==> src/ssf_pkg.sv <==
// Constants, types and register map of the SPI port
// What this block does
// - Slave counts edges; eight bits set done flag
// - Done flag raises interrupt request, not gated by enable
// - Byte during set done flag sets overrun
// - Slave never starts; data preloaded by write
// - Late preload sends zero byte next transfer
// - Write into full shifter flags collision only
// - Clock polarity bit sets idle clock level
// - Phase zero: select fall starts each byte
// - Phase one: first clock edge starts byte
// - Master select low: fault, disable, slave
// - Select disable suppresses fault and interrupt
// - Collision flag: no interrupt, software cleared
// - Overrun: done keeps interrupting; no own interrupt
// - Bit order bit picks first shifted bit
// - Master select bit picks master or slave
// - Rate field divides system clock by 4..128
// - Enable bit switches interface off or on
// - Data write loads shifter; read gives received
// - Data read is meaningless while disabled
// - Hardware only sets the four status flags
// - Unselected slave releases output and ignores clock
package ssf_pkg;

  localparam logic [7:0] SSF_ADDR_CTRL = 8'ha2;
  localparam logic [7:0] SSF_ADDR_DATA = 8'ha3;
  localparam logic [7:0] SSF_ADDR_STAT = 8'hf8;

  localparam logic [7:0] SSF_RESET_BYTE = 8'h00;
  localparam logic [7:0] SSF_LATE_BYTE = 8'h00;
  localparam logic [2:0] SSF_LAST_BIT = 3'h7;
  localparam logic [3:0] SSF_LAST_EDGE = 4'hf;
  localparam logic [1:0] SSF_BUF_DEPTH = 2'h2;

  // Half periods of the master clock, in system clocks
  localparam logic [6:0] SSF_HALF_DIV4 = 7'h02;
  localparam logic [6:0] SSF_HALF_DIV8 = 7'h04;
  localparam logic [6:0] SSF_HALF_DIV16 = 7'h08;
  localparam logic [6:0] SSF_HALF_DIV32 = 7'h10;
  localparam logic [6:0] SSF_HALF_DIV64 = 7'h20;
  localparam logic [6:0] SSF_HALF_DIV128 = 7'h40;

  // Field layout follows bit 7 down to bit 0
  typedef struct packed {
    logic lsb_first;
    logic master_select;
    logic clock_phase;
    logic clock_polarity;
    logic select_pin_disable;
    logic [2:0] rate;
  } ssf_ctrl_t;

  typedef struct packed {
    logic spi_enable_bit;
    logic done;
    logic mode_fault_flag;
    logic write_collision_flag;
    logic overrun_flag;
    logic [2:0] rsvd;
  } ssf_stat_t;

  typedef struct packed {
    logic [7:0] addr;
    logic [7:0] wdata;
    logic wr;
    logic rd;
  } ssf_sfr_req_t;

  typedef enum logic [1:0] {
    SSF_ST_IDLE = 2'b00,
    SSF_ST_RUN = 2'b01,
    SSF_ST_HOLD = 2'b11
  } ssf_state_t;

  function automatic logic [6:0] ssf_half_period(input logic [2:0] rate);
    case (rate)
      3'h0: ssf_half_period = SSF_HALF_DIV4;
      3'h1: ssf_half_period = SSF_HALF_DIV8;
      3'h2: ssf_half_period = SSF_HALF_DIV16;
      3'h3: ssf_half_period = SSF_HALF_DIV32;
      3'h4: ssf_half_period = SSF_HALF_DIV64;
      default: ssf_half_period = SSF_HALF_DIV128;
    endcase
  endfunction

  function automatic logic [7:0] ssf_shift(input logic [7:0] sh,
                                           input logic din,
                                           input logic lsb_first);
    ssf_shift = lsb_first ? {din, sh[7:1]} : {sh[6:0], din};
  endfunction

endpackage

==> src/ssf_spi_port.sv <==
// SPI master/slave port with its three special function registers
`timescale 1ns/1ps
`default_nettype none
module ssf_spi_port import ssf_pkg::*; (
  input wire logic i_clk,
  input wire logic i_resetn,
  input wire ssf_sfr_req_t i_sfr,
  output var logic [7:0] o_sfr_rdata,
  output var logic o_irq,
  input wire logic i_ss_n,
  input wire logic i_sck,
  output var logic o_sck,
  output var logic o_sck_oe_n,
  input wire logic i_mosi,
  output var logic o_mosi,
  output var logic o_mosi_oe_n,
  input wire logic i_miso,
  output var logic o_miso,
  output var logic o_miso_oe_n
);

  // Pin synchronisers; first stages feed only second stages
  logic ss_q1, ss_q2, sck_q1, sck_q2, mosi_q1, mosi_q2, miso_q1, miso_q2;
  logic ss_prev, sck_prev;

  ssf_ctrl_t ctrl_reg, ctrl_next;
  logic spi_enable_bit_reg, transfer_done_flag_reg, mode_fault_flag_reg, write_collision_flag_reg, overrun_flag_reg;
  logic [7:0] tx_reg, out_sh_reg, in_sh_reg, rx_data_reg;
  logic tx_full_reg;
  logic [2:0] bitcnt_reg;
  logic [3:0] ecnt_reg;
  logic [6:0] div_reg;
  logic sck_reg, dout_reg, irq_reg;
  logic sck_oe_n_reg, mosi_oe_n_reg, miso_oe_n_reg;
  logic [7:0] rdata_reg;
  ssf_state_t state_reg, state_next;

  // Two-entry receive buffer between shifter and data register
  logic [7:0] buf_mem [0:1];
  logic buf_wp, buf_rp;
  logic [1:0] buf_cnt;

  // Register access decode
  wire wr_ctrl = i_sfr.wr & (i_sfr.addr == SSF_ADDR_CTRL);
  wire wr_data = i_sfr.wr & (i_sfr.addr == SSF_ADDR_DATA);
  wire wr_stat = i_sfr.wr & (i_sfr.addr == SSF_ADDR_STAT);
  wire rd_ctrl = i_sfr.rd & (i_sfr.addr == SSF_ADDR_CTRL);
  wire rd_data = i_sfr.rd & (i_sfr.addr == SSF_ADDR_DATA);
  wire rd_stat = i_sfr.rd & (i_sfr.addr == SSF_ADDR_STAT);
  wire ssf_stat_t stat_wr = ssf_stat_t'(i_sfr.wdata);

  // Mode and selection
  wire is_master = spi_enable_bit_reg & ctrl_reg.master_select;
  wire is_slave = spi_enable_bit_reg & ~ctrl_reg.master_select;
  // Select disable only frees the pin in phase one
  wire sel = ~ss_q2 | (ctrl_reg.clock_phase & ctrl_reg.select_pin_disable);
  wire ss_fall = ss_prev & ~ss_q2;
  wire busy = (state_reg != SSF_ST_IDLE);

  // Slave clock edges, ignored while not selected
  wire s_edge = is_slave & sel & (sck_q2 ^ sck_prev);
  wire s_lead = s_edge & (sck_prev == ctrl_reg.clock_polarity);

  // Master clock edges from the rate divider
  wire m_run = is_master & (state_reg == SSF_ST_RUN);
  wire m_tick = m_run & (div_reg == 7'h00);
  wire m_lead = m_tick & ~ecnt_reg[0];
  wire m_last = m_tick & (ecnt_reg == SSF_LAST_EDGE);
  wire [6:0] div_load = 7'(ssf_half_period(ctrl_reg.rate) - 7'h01);

  // Sample and shift edges for both phases
  wire in_run = (state_reg == SSF_ST_RUN);
  wire any_edge = in_run & (s_edge | m_tick);
  wire lead = s_lead | m_lead;
  wire sample_e = any_edge & (lead ^ ctrl_reg.clock_phase);
  wire shift_e = any_edge & ~(lead ^ ctrl_reg.clock_phase) &
                 (bitcnt_reg != 3'h0);
  wire din = is_master ? miso_q2 : mosi_q2;
  wire [7:0] in_sh_next = ssf_shift(in_sh_reg, din, ctrl_reg.lsb_first);
  wire byte_done = sample_e & (bitcnt_reg == SSF_LAST_BIT);

  // Transfer start: slave only on master activity
  wire s_start0 = is_slave & ~ctrl_reg.clock_phase & ss_fall;
  wire s_start1 = is_slave & ctrl_reg.clock_phase & s_lead;
  wire s_start = (state_reg == SSF_ST_IDLE) & (s_start0 | s_start1);
  // Data write only accepted into an empty, idle shifter
  wire wr_ok = wr_data & ~busy & ~tx_full_reg;
  wire m_start = is_master & wr_ok;
  wire start = s_start | m_start;
  wire [7:0] load_byte = is_master ? i_sfr.wdata :
                         (tx_full_reg ? tx_reg : SSF_LATE_BYTE);

  // Receive buffer handshakes
  wire buf_in_ready = (buf_cnt != SSF_BUF_DEPTH);
  wire buf_out_valid = (buf_cnt != 2'h0);
  wire buf_out_ready = ~transfer_done_flag_reg;
  wire overrun = byte_done & (transfer_done_flag_reg | ~buf_in_ready);
  wire buf_in_valid = byte_done & ~overrun;
  wire push = buf_in_valid & buf_in_ready;
  wire pop = buf_out_valid & buf_out_ready;

  // Error events
  wire write_collision_flag_evt = wr_data & ~wr_ok;
  wire mode_fault_flag_evt = is_master & ~ctrl_reg.select_pin_disable & ~ss_q2;

  assign ctrl_next = wr_ctrl ? ssf_ctrl_t'(i_sfr.wdata) : ctrl_reg;

  wire ssf_stat_t stat_rd = '{spi_enable_bit: spi_enable_bit_reg, done: transfer_done_flag_reg,
                              mode_fault_flag: mode_fault_flag_reg, write_collision_flag: write_collision_flag_reg,
                              overrun_flag: overrun_flag_reg, rsvd: 3'h0};
  // Data read is not gated by enable; software must not trust it
  wire [7:0] rd_mux = rd_ctrl ? ctrl_reg :
                      rd_data ? rx_data_reg :
                      rd_stat ? stat_rd : SSF_RESET_BYTE;

  always_comb begin
    state_next = state_reg;
    case (state_reg)
      SSF_ST_IDLE: begin
        if (start) begin
          state_next = SSF_ST_RUN;
        end
      end
      SSF_ST_RUN: begin
        if (m_last) begin
          state_next = SSF_ST_IDLE;
        end else if (is_slave & byte_done) begin
          // Phase zero needs select to rise before the next byte
          state_next = ctrl_reg.clock_phase ? SSF_ST_IDLE : SSF_ST_HOLD;
        end
      end
      SSF_ST_HOLD: begin
        state_next = SSF_ST_HOLD;
      end
      default: begin
        state_next = SSF_ST_IDLE;
      end
    endcase
    if (!spi_enable_bit_reg || (is_slave && !sel)) begin
      state_next = SSF_ST_IDLE;
    end
  end

  always_ff @(posedge i_clk or negedge i_resetn) begin
    if (!i_resetn) begin
      ss_q1 <= 1'b1;
      ss_q2 <= 1'b1;
      ss_prev <= 1'b1;
      sck_q1 <= 1'b0;
      sck_q2 <= 1'b0;
      sck_prev <= 1'b0;
      mosi_q1 <= 1'b0;
      mosi_q2 <= 1'b0;
      miso_q1 <= 1'b0;
      miso_q2 <= 1'b0;
    end else begin
      ss_q1 <= i_ss_n;
      ss_q2 <= ss_q1;
      ss_prev <= ss_q2;
      sck_q1 <= i_sck;
      sck_q2 <= sck_q1;
      sck_prev <= sck_q2;
      mosi_q1 <= i_mosi;
      mosi_q2 <= mosi_q1;
      miso_q1 <= i_miso;
      miso_q2 <= miso_q1;
    end
  end

  // Control and status; hardware set beats software clear
  always_ff @(posedge i_clk or negedge i_resetn) begin
    if (!i_resetn) begin
      ctrl_reg <= '0;
      spi_enable_bit_reg <= 1'b0;
      transfer_done_flag_reg <= 1'b0;
      mode_fault_flag_reg <= 1'b0;
      write_collision_flag_reg <= 1'b0;
      overrun_flag_reg <= 1'b0;
    end else begin
      ctrl_reg <= ctrl_next;
      if (mode_fault_flag_evt) begin
        ctrl_reg.master_select <= 1'b0;
      end
      spi_enable_bit_reg <= (wr_stat ? stat_wr.spi_enable_bit : spi_enable_bit_reg) & ~mode_fault_flag_evt;
      transfer_done_flag_reg <= pop | (transfer_done_flag_reg & ~(wr_stat & ~stat_wr.done));
      mode_fault_flag_reg <= mode_fault_flag_evt | (mode_fault_flag_reg & ~(wr_stat & ~stat_wr.mode_fault_flag));
      write_collision_flag_reg <= write_collision_flag_evt | (write_collision_flag_reg & ~(wr_stat & ~stat_wr.write_collision_flag));
      overrun_flag_reg <= overrun | (overrun_flag_reg & ~(wr_stat & ~stat_wr.overrun_flag));
    end
  end

  // Shift engine
  always_ff @(posedge i_clk or negedge i_resetn) begin
    if (!i_resetn) begin
      state_reg <= SSF_ST_IDLE;
      tx_reg <= SSF_RESET_BYTE;
      tx_full_reg <= 1'b0;
      out_sh_reg <= SSF_RESET_BYTE;
      in_sh_reg <= SSF_RESET_BYTE;
      bitcnt_reg <= 3'h0;
      ecnt_reg <= 4'h0;
      div_reg <= 7'h00;
    end else begin
      state_reg <= state_next;
      if (wr_ok & ~is_master) begin
        tx_reg <= i_sfr.wdata;
        tx_full_reg <= 1'b1;
      end else if (s_start) begin
        tx_full_reg <= 1'b0;
      end
      if (start) begin
        out_sh_reg <= load_byte;
        bitcnt_reg <= 3'h0;
        ecnt_reg <= 4'h0;
      end else begin
        if (shift_e) begin
          out_sh_reg <= ssf_shift(out_sh_reg, 1'b0, ctrl_reg.lsb_first);
        end
        if (sample_e) begin
          in_sh_reg <= in_sh_next;
          bitcnt_reg <= bitcnt_reg + 3'h1;
        end
        if (m_tick) begin
          ecnt_reg <= ecnt_reg + 4'h1;
        end
      end
      div_reg <= (!m_run || m_tick) ? div_load : div_reg - 7'h01;
    end
  end

  // Receive buffer and visible data register
  always_ff @(posedge i_clk or negedge i_resetn) begin
    if (!i_resetn) begin
      buf_mem[0] <= SSF_RESET_BYTE;
      buf_mem[1] <= SSF_RESET_BYTE;
      buf_wp <= 1'b0;
      buf_rp <= 1'b0;
      buf_cnt <= 2'h0;
      rx_data_reg <= SSF_RESET_BYTE;
    end else begin
      if (push) begin
        buf_mem[buf_wp] <= in_sh_next;
        buf_wp <= ~buf_wp;
      end
      if (pop) begin
        // Kept while done flag stands, so overrun keeps old byte
        rx_data_reg <= buf_mem[buf_rp];
        buf_rp <= ~buf_rp;
      end
      buf_cnt <= buf_cnt + {1'b0, push} - {1'b0, pop};
    end
  end

  // Pin and bus outputs, all registered
  always_ff @(posedge i_clk or negedge i_resetn) begin
    if (!i_resetn) begin
      sck_reg <= 1'b0;
      dout_reg <= 1'b0;
      sck_oe_n_reg <= 1'b1;
      mosi_oe_n_reg <= 1'b1;
      miso_oe_n_reg <= 1'b1;
      irq_reg <= 1'b0;
      rdata_reg <= SSF_RESET_BYTE;
    end else begin
      sck_reg <= !m_run ? ctrl_reg.clock_polarity : (sck_reg ^ m_tick);
      dout_reg <= ctrl_reg.lsb_first ? out_sh_reg[0] : out_sh_reg[7];
      sck_oe_n_reg <= ~is_master;
      mosi_oe_n_reg <= ~is_master;
      miso_oe_n_reg <= ~(is_slave & sel);
      // Collision and overrun never reach the request line
      irq_reg <= transfer_done_flag_reg | (mode_fault_flag_reg & ~ctrl_reg.select_pin_disable);
      rdata_reg <= rd_mux;
    end
  end

  assign o_sck = sck_reg;
  assign o_sck_oe_n = sck_oe_n_reg;
  assign o_mosi = dout_reg;
  assign o_mosi_oe_n = mosi_oe_n_reg;
  assign o_miso = dout_reg;
  assign o_miso_oe_n = miso_oe_n_reg;
  assign o_irq = irq_reg;
  assign o_sfr_rdata = rdata_reg;
endmodule // ssf_spi_port
`default_nettype wire

==> config.mk <==
export PLATFORM = sky130hd
export DESIGN_NAME = ssf_spi_port
export DESIGN_NICKNAME = d
export VERILOG_FILES = /design/src/ssf_pkg.sv /design/src/ssf_spi_port.sv
export SDC_FILE = /design/constraint.sdc
export NUM_CORES = 1
export LEC_CHECK = 0
export BUFFER_PORTS_ARGS = -buffer_cell sky130_fd_sc_hd__buf_4
export CAP_MARGIN = 10
export CORE_ASPECT_RATIO = 0.8
export CORE_MARGIN = 4
export CORE_UTILIZATION = 55
export CTS_CLUSTER_SIZE = 20
export DETAILED_ROUTE_END_ITERATION = 16
export GPL_ROUTABILITY_DRIVEN = 0
export PLACE_DENSITY = 0.86
export SLEW_MARGIN = 15
export SYNTH_ARGS = -nofsm -noshare
export SYNTH_HDL_FRONTEND = slang
export SYNTH_SLANG_ARGS = --single-unit
export TNS_END_PERCENT = 5
==> constraint.sdc <==
create_clock -name i_clk -period 4.01 [get_ports i_clk]
set_input_delay 0.401 -clock i_clk [delete_from_list [all_inputs] [get_ports i_clk]]
set_output_delay 0.401 -clock i_clk [all_outputs]
set_load 0.03 [all_outputs]
==> impl_metrics.prom, run 1 <==
# TYPE chip_impl_metric gauge
chip_impl_metric{name="number_of_flops_mapped_to_enable_cells_by_yosys",unit=""} 0
chip_impl_metric{name="first_global_vias",unit=""} 3452
chip_impl_metric{name="critical_path_peak_fanout",unit=""} 14
chip_impl_metric{name="post-route-drc-count",unit=""} 0
chip_impl_info{name="timing.hold.worst.class",value="input pin to flip-flop"} 1
chip_impl_metric{name="largest_reg_flops",unit=""} 16
chip_impl_info{name="rsz0062_at_grt",value="false"} 1
chip_impl_metric{name="cts-buffers-inserted",unit=""} 9
chip_impl_metric{name="pin_count",unit=""} 39
chip_impl_metric{name="yosys-mux-area-fraction",unit="%"} 15.4
chip_impl_info{name="rr_startpoint",value="div_reg[1]"} 1
chip_impl_metric{name="grt_first_pass_wirelength",unit="um"} 17400
chip_impl_metric{name="final_util",unit="%"} 65.0
chip_impl_metric{name="drt_pre_antenna_iters",unit=""} 5
chip_impl_metric{name="final_critical_path_share_of_the_clock_period",unit="%"} 89.0
chip_impl_metric{name="routed_length_per_placed_instance",unit="um"} 18.6
chip_impl_info{name="critical_path.endpoint_type",value="flip-flop"} 1
chip_impl_metric{name="worst-slew-pin-transition",unit="ns"} 1.08
chip_impl_metric{name="synthArstFlopShare",unit="%"} 100
chip_impl_metric{name="grt_overflow_total",unit=""} 0
chip_impl_metric{name="regToRegSetupSlack",unit="ns"} 0.44
chip_impl_metric{name="seq_power_share",unit="%"} 52.3
chip_impl_metric{name="cts.sink_count",unit=""} 105
chip_impl_info{name="yosysTopAreaCell",value="sky130_fd_sc_hd__dfrtp_1"} 1
chip_impl_metric{name="fin_skew",unit="ns"} 0.00894
chip_impl_metric{name="fp.coreArea",unit="um^2"} 8670
chip_impl_metric{name="max-clock-path-buffers",unit=""} 2
chip_impl_metric{name="drtIter0Drc",unit=""} 296
chip_impl_info{name="criticalPathCategory",value="flip-flop to flip-flop"} 1
chip_impl_metric{name="cts.htree.levels",unit=""} 3
chip_impl_metric{name="dieWidth",unit="um"} 114
chip_impl_metric{name="final_hold_viol_count",unit=""} 0
chip_impl_metric{name="via_count",unit=""} 3511
chip_impl_metric{name="setup-violations-final",unit=""} 0
chip_impl_metric{name="place.detailed.hpwl",unit="um"} 7320
chip_impl_metric{name="clkPwrFrac",unit="%"} 39.0
chip_impl_info{name="cp-start-kind",value="flip-flop"} 1
chip_impl_metric{name="post_synth_xor_area_fraction",unit="%"} 2.46
chip_impl_metric{name="finalWorstPathRequiredPeriod",unit="ns"} 3.57
chip_impl_metric{name="worst_ep_arrival_time",unit="ns"} 3.83
chip_impl_info{name="ys_flop_type",value="sky130_fd_sc_hd__dfrtp_1"} 1
chip_impl_metric{name="grt_start_max_net_pins",unit=""} 86
chip_impl_metric{name="drive_above_1_share",unit="%"} 26.5
chip_impl_metric{name="ctsHoldBuffers",unit=""} 0
chip_impl_info{name="clock_root_buffer",value="sky130_fd_sc_hd__clkbuf_16"} 1
chip_impl_metric{name="detail_routed_via_count_per_cell",unit=""} 6.17
chip_impl_metric{name="worst_setup_hold_path_clk_slew",unit="ns"} 0.07
chip_impl_info{name="clock_tree_from_tritoncts",value="built"} 1
chip_impl_metric{name="grt_util_all_layers",unit="%"} 21.1
chip_impl_metric{name="ff2ff_path_depth",unit=""} 9
chip_impl_metric{name="synth_seq_area_share",unit="%"} 52.8
chip_impl_metric{name="hold_slack",unit="ns"} 0.164
chip_impl_info{name="crit_start",value="div_reg[1]"} 1
chip_impl_metric{name="p_sw_share",unit="%"} 25.0
chip_impl_info{name="critPathCapture",value="buf_cnt[1]"} 1
chip_impl_metric{name="yosys_warnings",unit=""} 0
chip_impl_metric{name="final.setup.tns",unit="ns"} 0
chip_impl_metric{name="synthesis.area",unit="um^2"} 4980
chip_impl_metric{name="synth_adder_area_share",unit="%"} 1.76
chip_impl_metric{name="design.final.nets",unit=""} 483
chip_impl_metric{name="post_synth.cell_area_avg",unit="um^2"} 11.8
chip_impl_metric{name="cellLeakagePower",unit="nW"} 2.62
chip_impl_metric{name="vdd_ir_drop_max",unit="uV"} 298
chip_impl_metric{name="yosys.area_share.simple",unit="%"} 12.4
chip_impl_metric{name="max-slew-margin-rel",unit="%"} 28.3
chip_impl_metric{name="finalMaxSlewViolations",unit=""} 0
chip_impl_metric{name="fp-row-count",unit=""} 30
chip_impl_metric{name="clk_latency",unit="ns"} 0.34
chip_impl_metric{name="drt-total-wl",unit="um"} 10600
chip_impl_metric{name="number_of_buffers_inserted_by_post_cts_setup_repair",unit=""} 0
chip_impl_metric{name="power.share.combinational",unit="%"} 8.7
chip_impl_metric{name="yosys.cell_types.count",unit=""} 60
chip_impl_metric{name="internal-power",unit="W"} 0.00170
chip_impl_metric{name="ys_seq_elements",unit=""} 105
chip_impl_metric{name="cellPowerDensity",unit="nW/um^2"} 403
chip_impl_metric{name="area_growth_syn_to_layout",unit="%"} 13.0
chip_impl_metric{name="post_cts_resized",unit=""} 0
chip_impl_info{name="max_flop_register",value="buf_mem"} 1
chip_impl_metric{name="starting_density_of_the_core",unit="%"} 57.5
chip_impl_info{name="reg2reg_to",value="buf_cnt[1]"} 1
chip_impl_metric{name="worst-endpoint-required",unit="ns"} 4.27
chip_impl_metric{name="number_of_nets_still_failing_antenna_checks_after_routing",unit=""} 0
chip_impl_metric{name="max-cap-violations",unit=""} 0
chip_impl_metric{name="mappedNetlistNets",unit=""} 453
chip_impl_metric{name="grt_antenna_before_repair",unit=""} 1
chip_impl_info{name="outcome",value="finished, final reports clean"} 1
chip_impl_metric{name="fp.dieH",unit="um"} 93.2
chip_impl_metric{name="synth-compound-area-share",unit="%"} 11.7
chip_impl_metric{name="n_antenna_cell",unit=""} 0
chip_impl_metric{name="switching_power",unit="W"} 0.000568
chip_impl_metric{name="fmax",unit="MHz"} 280
chip_impl_metric{name="port_buffers",unit=""} 38
chip_impl_info{name="ys_top_cells_by_area",value="sky130_fd_sc_hd__dfrtp_1 50%, sky130_fd_sc_hd__mux2_2 9.3%, sky130_fd_sc_hd__mux2i_1 3.4%"} 1
chip_impl_metric{name="syn_inst",unit=""} 422
chip_impl_metric{name="netlist.area_leader.share",unit="%"} 50.2
chip_impl_info{name="synth_top_family_by_area",value="multiplexers"} 1
chip_impl_metric{name="die_area",unit="um^2"} 10700
[power by group through the flow]
stage	clock network, W	registers [W]	logic (W)
finish	0.000885	0.00119	0.000198
floorplan	0	0.00118	0.000129
CTS	0.000901	0.00118	0.000201
detailed placement	0	0.00120	0.000198
global placement	0	0.00120	0.000191
global route	0.000951	0.00119	0.000222
[Yosys cell counts, types with 5 or more instances]
library cell,n
sky130_fd_sc_hd__dfrtp_1,100
sky130_fd_sc_hd__mux2_2,41
sky130_fd_sc_hd__nand2_1,27
sky130_fd_sc_hd__o21ai_0,25
sky130_fd_sc_hd__mux2i_1,17
sky130_fd_sc_hd__nor2_1,17
sky130_fd_sc_hd__inv_1,16
sky130_fd_sc_hd__a21oi_1,15
sky130_fd_sc_hd__clkbuf_1,14
sky130_fd_sc_hd__xnor2_1,10
sky130_fd_sc_hd__and3_1,9
sky130_fd_sc_hd__mux2_4,9
sky130_fd_sc_hd__o211ai_1,8
sky130_fd_sc_hd__o311a_1,8
sky130_fd_sc_hd__ha_1,7
sky130_fd_sc_hd__nor3_1,7
sky130_fd_sc_hd__nor3b_1,6
sky130_fd_sc_hd__a222oi_1,5
sky130_fd_sc_hd__dfstp_2,5
[per-stage QoR]
step           cells  instance area [um^2]  total power (W)  setup WS [ns]
3_5_place_dp     553                  5330          0.00140          0.542
5_1_grt          569                  5630          0.00236          0.295
2_1_floorplan    422                  4980          0.00131          0.603
4_1_cts          569                  5630          0.00228          0.443
6_report         569                  5630          0.00227          0.443
3_3_place_gp     553                  5330          0.00139          0.607
[layout by cell type, fill, tap and decap left out, types with 4 or more instances in the layout]
master                      instances
sky130_fd_sc_hd__buf_4             42
sky130_fd_sc_hd__a21oi_1           15
sky130_fd_sc_hd__ha_1               7
sky130_fd_sc_hd__inv_1             16
sky130_fd_sc_hd__nor2_1            17
sky130_fd_sc_hd__dfstp_2            5
sky130_fd_sc_hd__a222oi_1           5
sky130_fd_sc_hd__mux2_4             9
sky130_fd_sc_hd__mux2_2            41
sky130_fd_sc_hd__nand2_1           27
sky130_fd_sc_hd__o21ai_0           25
sky130_fd_sc_hd__nand3b_1           4
sky130_fd_sc_hd__xnor2_1           10
sky130_fd_sc_hd__o211ai_1           8
sky130_fd_sc_hd__and3_1             9
sky130_fd_sc_hd__xor2_1             4
sky130_fd_sc_hd__nor3b_1            6
sky130_fd_sc_hd__mux2i_1           17
sky130_fd_sc_hd__o311a_1            8
sky130_fd_sc_hd__nor3_1             7
sky130_fd_sc_hd__clkbuf_16          9
sky130_fd_sc_hd__dfrtp_1          100
[layout make-up]
class / instances / area (um^2)
Inverter: 16 / 60.1
Clock buffer: 9 / 225
Fill cell: 658 / 3040
Tap cell: 112 / 140
Timing Repair Buffer: 42 / 315
Multi-Input combinational cell: 278 / 2180
Sequential cell: 105 / 2630
Clock inverter: 7 / 80.1
[critical path: stages, from the launching register on]
cell                      delay (ns)
sky130_fd_sc_hd__dfrtp_1        0.41
sky130_fd_sc_hd__or4_1          0.65
sky130_fd_sc_hd__or4_4          0.57
sky130_fd_sc_hd__and3b_1        0.38
sky130_fd_sc_hd__or4b_1         0.60
sky130_fd_sc_hd__ha_1           0.32
sky130_fd_sc_hd__inv_1          0.05
sky130_fd_sc_hd__ha_1           0.18
sky130_fd_sc_hd__xnor2_1        0.17
sky130_fd_sc_hd__xnor2_1        0.14
[kinds of logic (layout without fill, tap and decap cells)]
family                   Yosys count  after routing
XOR/XNOR                          14             14
buffers and inverters             39             74
flip-flops                       105            105
multiplexers                      67             67
AND/OR/NAND/NOR                  105            105
adder cells (fa/ha/maj)            7              7
AO/OA/AOI/OAI                     85             85
[worst min path at each step]
stage | end | start | depth (start not counted)
5_1_grt | sck_q1 | i_sck | 1
2_1_floorplan | bitcnt_reg[0] | i_resetn | 0
6_report | sck_q1 | i_sck | 1
3_5_place_dp | sck_q2 | sck_q1 | 0
4_1_cts | sck_q1 | i_sck | 1
3_3_place_gp | mosi_q2 | mosi_q1 | 0
[routing by layer]
metal  track usage [%]  part of all wire [%]  wire length [um]  vias up
met5                 0                  0.12                13        -
met4              6.53                  0.92                97        2
met3              5.89                   7.0               739       13
met2              32.7                    47              5010      130
met1              29.1                    45              4730     1761
li1                  -                     -                 -     1605
(Power assumes the default switching activity.)
==> inputs of run 2 (changes only) <==
--- a/config.mk
+++ b/config.mk
@@ -7,13 +7,15 @@
 export LEC_CHECK = 0
 export BUFFER_PORTS_ARGS = -buffer_cell sky130_fd_sc_hd__buf_4
 export CAP_MARGIN = 10
+export CELL_PAD_IN_SITES_DETAIL_PLACEMENT = 1
+export CELL_PAD_IN_SITES_GLOBAL_PLACEMENT = 1
 export CORE_ASPECT_RATIO = 0.8
 export CORE_MARGIN = 4
-export CORE_UTILIZATION = 55
+export CORE_UTILIZATION = 48
 export CTS_CLUSTER_SIZE = 20
 export DETAILED_ROUTE_END_ITERATION = 16
 export GPL_ROUTABILITY_DRIVEN = 0
-export PLACE_DENSITY = 0.86
+export PLACE_DENSITY = 0.91
 export SLEW_MARGIN = 15
 export SYNTH_ARGS = -nofsm -noshare
 export SYNTH_HDL_FRONTEND = slang
==> impl_metrics.prom, run 2 (synthesized netlist as in run 1, its figures left out) <==
# TYPE chip_impl_metric gauge
chip_impl_info{name="outcome",value="finished, final reports clean"} 1
chip_impl_metric{name="drive_above_1_share",unit="%"} 26.6
chip_impl_metric{name="cts-buffers-inserted",unit=""} 9
chip_impl_info{name="cp-start-kind",value="flip-flop"} 1
chip_impl_info{name="timing.hold.worst.class",value="input pin to asynchronous set/reset pin"} 1
chip_impl_metric{name="cellLeakagePower",unit="nW"} 2.62
chip_impl_metric{name="layout.area.seq",unit="um^2"} 2630
chip_impl_metric{name="die_area",unit="um^2"} 12100
chip_impl_metric{name="setup-violations-final",unit=""} 0
chip_impl_metric{name="n_antenna_cell",unit=""} 0
chip_impl_metric{name="multi_input_combinational_cell_area",unit="um^2"} 2180
chip_impl_metric{name="cts.sink_count",unit=""} 105
chip_impl_metric{name="number_of_buffers_inserted_by_post_cts_setup_repair",unit=""} 0
chip_impl_info{name="layout.cells.most_common_list",value="100 x sky130_fd_sc_hd__dfrtp_1, 42 x sky130_fd_sc_hd__buf_4, 41 x sky130_fd_sc_hd__mux2_2, 27 x sky130_fd_sc_hd__nand2_1, 25 x sky130_fd_sc_hd__o21ai_0"} 1
chip_impl_metric{name="fp.dieH",unit="um"} 99.2
chip_impl_metric{name="post-route-cell-area",unit="um^2"} 5650
chip_impl_metric{name="fp.coreArea",unit="um^2"} 9890
chip_impl_info{name="rr_startpoint",value="div_reg[1]"} 1
chip_impl_metric{name="layoutNonFillerInstCount",unit=""} 594
chip_impl_metric{name="finalWorstPathRequiredPeriod",unit="ns"} 3.61
chip_impl_metric{name="cts.htree.levels",unit=""} 3
chip_impl_metric{name="detailedPlace.worstSlack",unit="ns"} 0.465
chip_impl_info{name="critical_path.endpoint_type",value="flip-flop"} 1
chip_impl_metric{name="starting_density_of_the_core",unit="%"} 50.4
chip_impl_metric{name="max-slew-margin-rel",unit="%"} 36.8
chip_impl_metric{name="post-route-worst-setup-slack",unit="ns"} 0.398
chip_impl_metric{name="clk_latency",unit="ns"} 0.35
chip_impl_metric{name="post-route-drc-count",unit=""} 0
chip_impl_metric{name="port_buffers",unit=""} 38
chip_impl_metric{name="ff2ff_path_depth",unit=""} 9
chip_impl_info{name="max_flop_register",value="buf_mem"} 1
chip_impl_info{name="final_common_cell",value="sky130_fd_sc_hd__dfrtp_1"} 1
chip_impl_info{name="clock_tree_from_tritoncts",value="built"} 1
chip_impl_metric{name="cellPowerDensity",unit="nW/um^2"} 396
chip_impl_info{name="criticalPathCategory",value="flip-flop to flip-flop"} 1
chip_impl_metric{name="finalMaxSlewViolations",unit=""} 0
chip_impl_metric{name="max-clock-path-buffers",unit=""} 2
chip_impl_metric{name="first_global_vias",unit=""} 4035
chip_impl_metric{name="drt-total-wl",unit="um"} 13700
chip_impl_metric{name="post_dp_cell_area",unit="um^2"} 5370
chip_impl_metric{name="critical_path_peak_fanout",unit=""} 14
chip_impl_metric{name="place.detailed.hpwl",unit="um"} 9120
chip_impl_metric{name="area_growth_syn_to_layout",unit="%"} 13.4
chip_impl_metric{name="grt_util_all_layers",unit="%"} 24.4
chip_impl_metric{name="pin_count",unit=""} 39
chip_impl_metric{name="dieWidth",unit="um"} 122
chip_impl_metric{name="design.final.nets",unit=""} 484
chip_impl_metric{name="fmax",unit="MHz"} 277
chip_impl_metric{name="vdd_ir_drop_max",unit="uV"} 201
chip_impl_metric{name="fp-row-count",unit=""} 32
chip_impl_metric{name="grt_antenna_before_repair",unit=""} 0
chip_impl_metric{name="regToRegSetupSlack",unit="ns"} 0.40
chip_impl_metric{name="grt_first_pass_wirelength",unit="um"} 22600
chip_impl_metric{name="drtIter0Drc",unit=""} 358
chip_impl_metric{name="largest_reg_flops",unit=""} 16
chip_impl_metric{name="fin_skew",unit="ns"} 0.00869
chip_impl_metric{name="final.setup.tns",unit="ns"} 0
chip_impl_metric{name="final_hold_viol_count",unit=""} 0
chip_impl_metric{name="final_critical_path_share_of_the_clock_period",unit="%"} 90.1
chip_impl_metric{name="drt_pre_antenna_iters",unit=""} 6
chip_impl_metric{name="fill_cells",unit=""} 1053
chip_impl_metric{name="hold_slack",unit="ns"} 0.102
chip_impl_metric{name="routed_length_per_placed_instance",unit="um"} 23.1
chip_impl_metric{name="max-cap-violations",unit=""} 0
chip_impl_metric{name="worst_setup_hold_path_clk_slew",unit="ns"} 0.07
chip_impl_metric{name="grt_start_max_net_pins",unit=""} 87
chip_impl_metric{name="via_count",unit=""} 3693
chip_impl_info{name="rsz0062_at_grt",value="false"} 1
chip_impl_metric{name="worst-endpoint-required",unit="ns"} 4.29
chip_impl_metric{name="number_of_nets_still_failing_antenna_checks_after_routing",unit=""} 0
chip_impl_metric{name="worst_ep_arrival_time",unit="ns"} 3.89
chip_impl_metric{name="grt_overflow_total",unit=""} 0
chip_impl_metric{name="post_cts_resized",unit=""} 0
chip_impl_metric{name="worst-slew-pin-transition",unit="ns"} 0.949
chip_impl_metric{name="detail_routed_via_count_per_cell",unit=""} 6.22
chip_impl_metric{name="numPlacedInstances",unit=""} 578
chip_impl_metric{name="ctsHoldBuffers",unit=""} 0
chip_impl_info{name="clock_root_buffer",value="sky130_fd_sc_hd__clkbuf_16"} 1
chip_impl_info{name="reg2reg_to",value="buf_cnt[1]"} 1
run 2: cell count changes in the layout (fill, tap and decap cells not counted):
cell / change
sky130_fd_sc_hd__clkinv_4: -1
sky130_fd_sc_hd__buf_6: +1
sky130_fd_sc_hd__clkinvlp_4: +1
sky130_fd_sc_hd__inv_6: -1
sky130_fd_sc_hd__inv_8: +1
sky130_fd_sc_hd__clkinv_2: +1
sky130_fd_sc_hd__bufinv_16: -1
run 2: metal layers:
layer,track usage (%),vias up,routed length [um]
met5,0,-,0
met3,5.51,29,786
met2,39.9,171,6880
li1,-,1603,-
met4,10.7,0,394
met1,31.4,1890,5660
run 2: cell type report:
class / count / area share [%]
inverter: 16 / 1.06
tap: 136 / 3.01
clock buffer: 9 / 3.98
timing repair buffer: 43 / 5.78
sequential: 105 / 46.6
clock inverter: 7 / 0.996
multi-input combinational: 278 / 38.6
run 2: per-stage QoR:
stage | power, W | utilization [%]
after floorplan | 0.00131 | -
after global placement | 0.00139 | 54.3
after detailed placement | 0.00141 | 54.3
after CTS | 0.00226 | 57.1
after global routing | 0.00233 | 57.1
final | 0.00224 | 57.1
run 2: report_power, final:
part	leakage [nW]	switching, W	internal (W)
clock network	0.130	0.000412	0.000427
registers	1.38	0.0000711	0.00112
logic	1.10	0.000116	0.0000940
run 2: how the worst max path moves through the flow:
stage	from	end	cells past startpoint	slack (ns)
floorplan	div_reg[1]	buf_cnt[1]	12	0.60
global placement	div_reg[1]	buf_cnt[1]	9	0.59
detailed placement	div_reg[1]	buf_cnt[1]	9	0.47
CTS	div_reg[1]	buf_cnt[1]	9	0.40
global route	div_reg[1]	buf_cnt[1]	9	0.24
finish	div_reg[1]	buf_cnt[1]	9	0.40
run 2: critical path, cell delays in order, from the launching register on:
cell,delay [ns]
sky130_fd_sc_hd__dfrtp_1,0.42
sky130_fd_sc_hd__or4_1,0.68
sky130_fd_sc_hd__or4_4,0.59
sky130_fd_sc_hd__and3b_1,0.41
sky130_fd_sc_hd__or4b_1,0.60
sky130_fd_sc_hd__ha_1,0.30
sky130_fd_sc_hd__inv_1,0.04
sky130_fd_sc_hd__ha_1,0.18
sky130_fd_sc_hd__xnor2_1,0.18
sky130_fd_sc_hd__xnor2_1,0.14
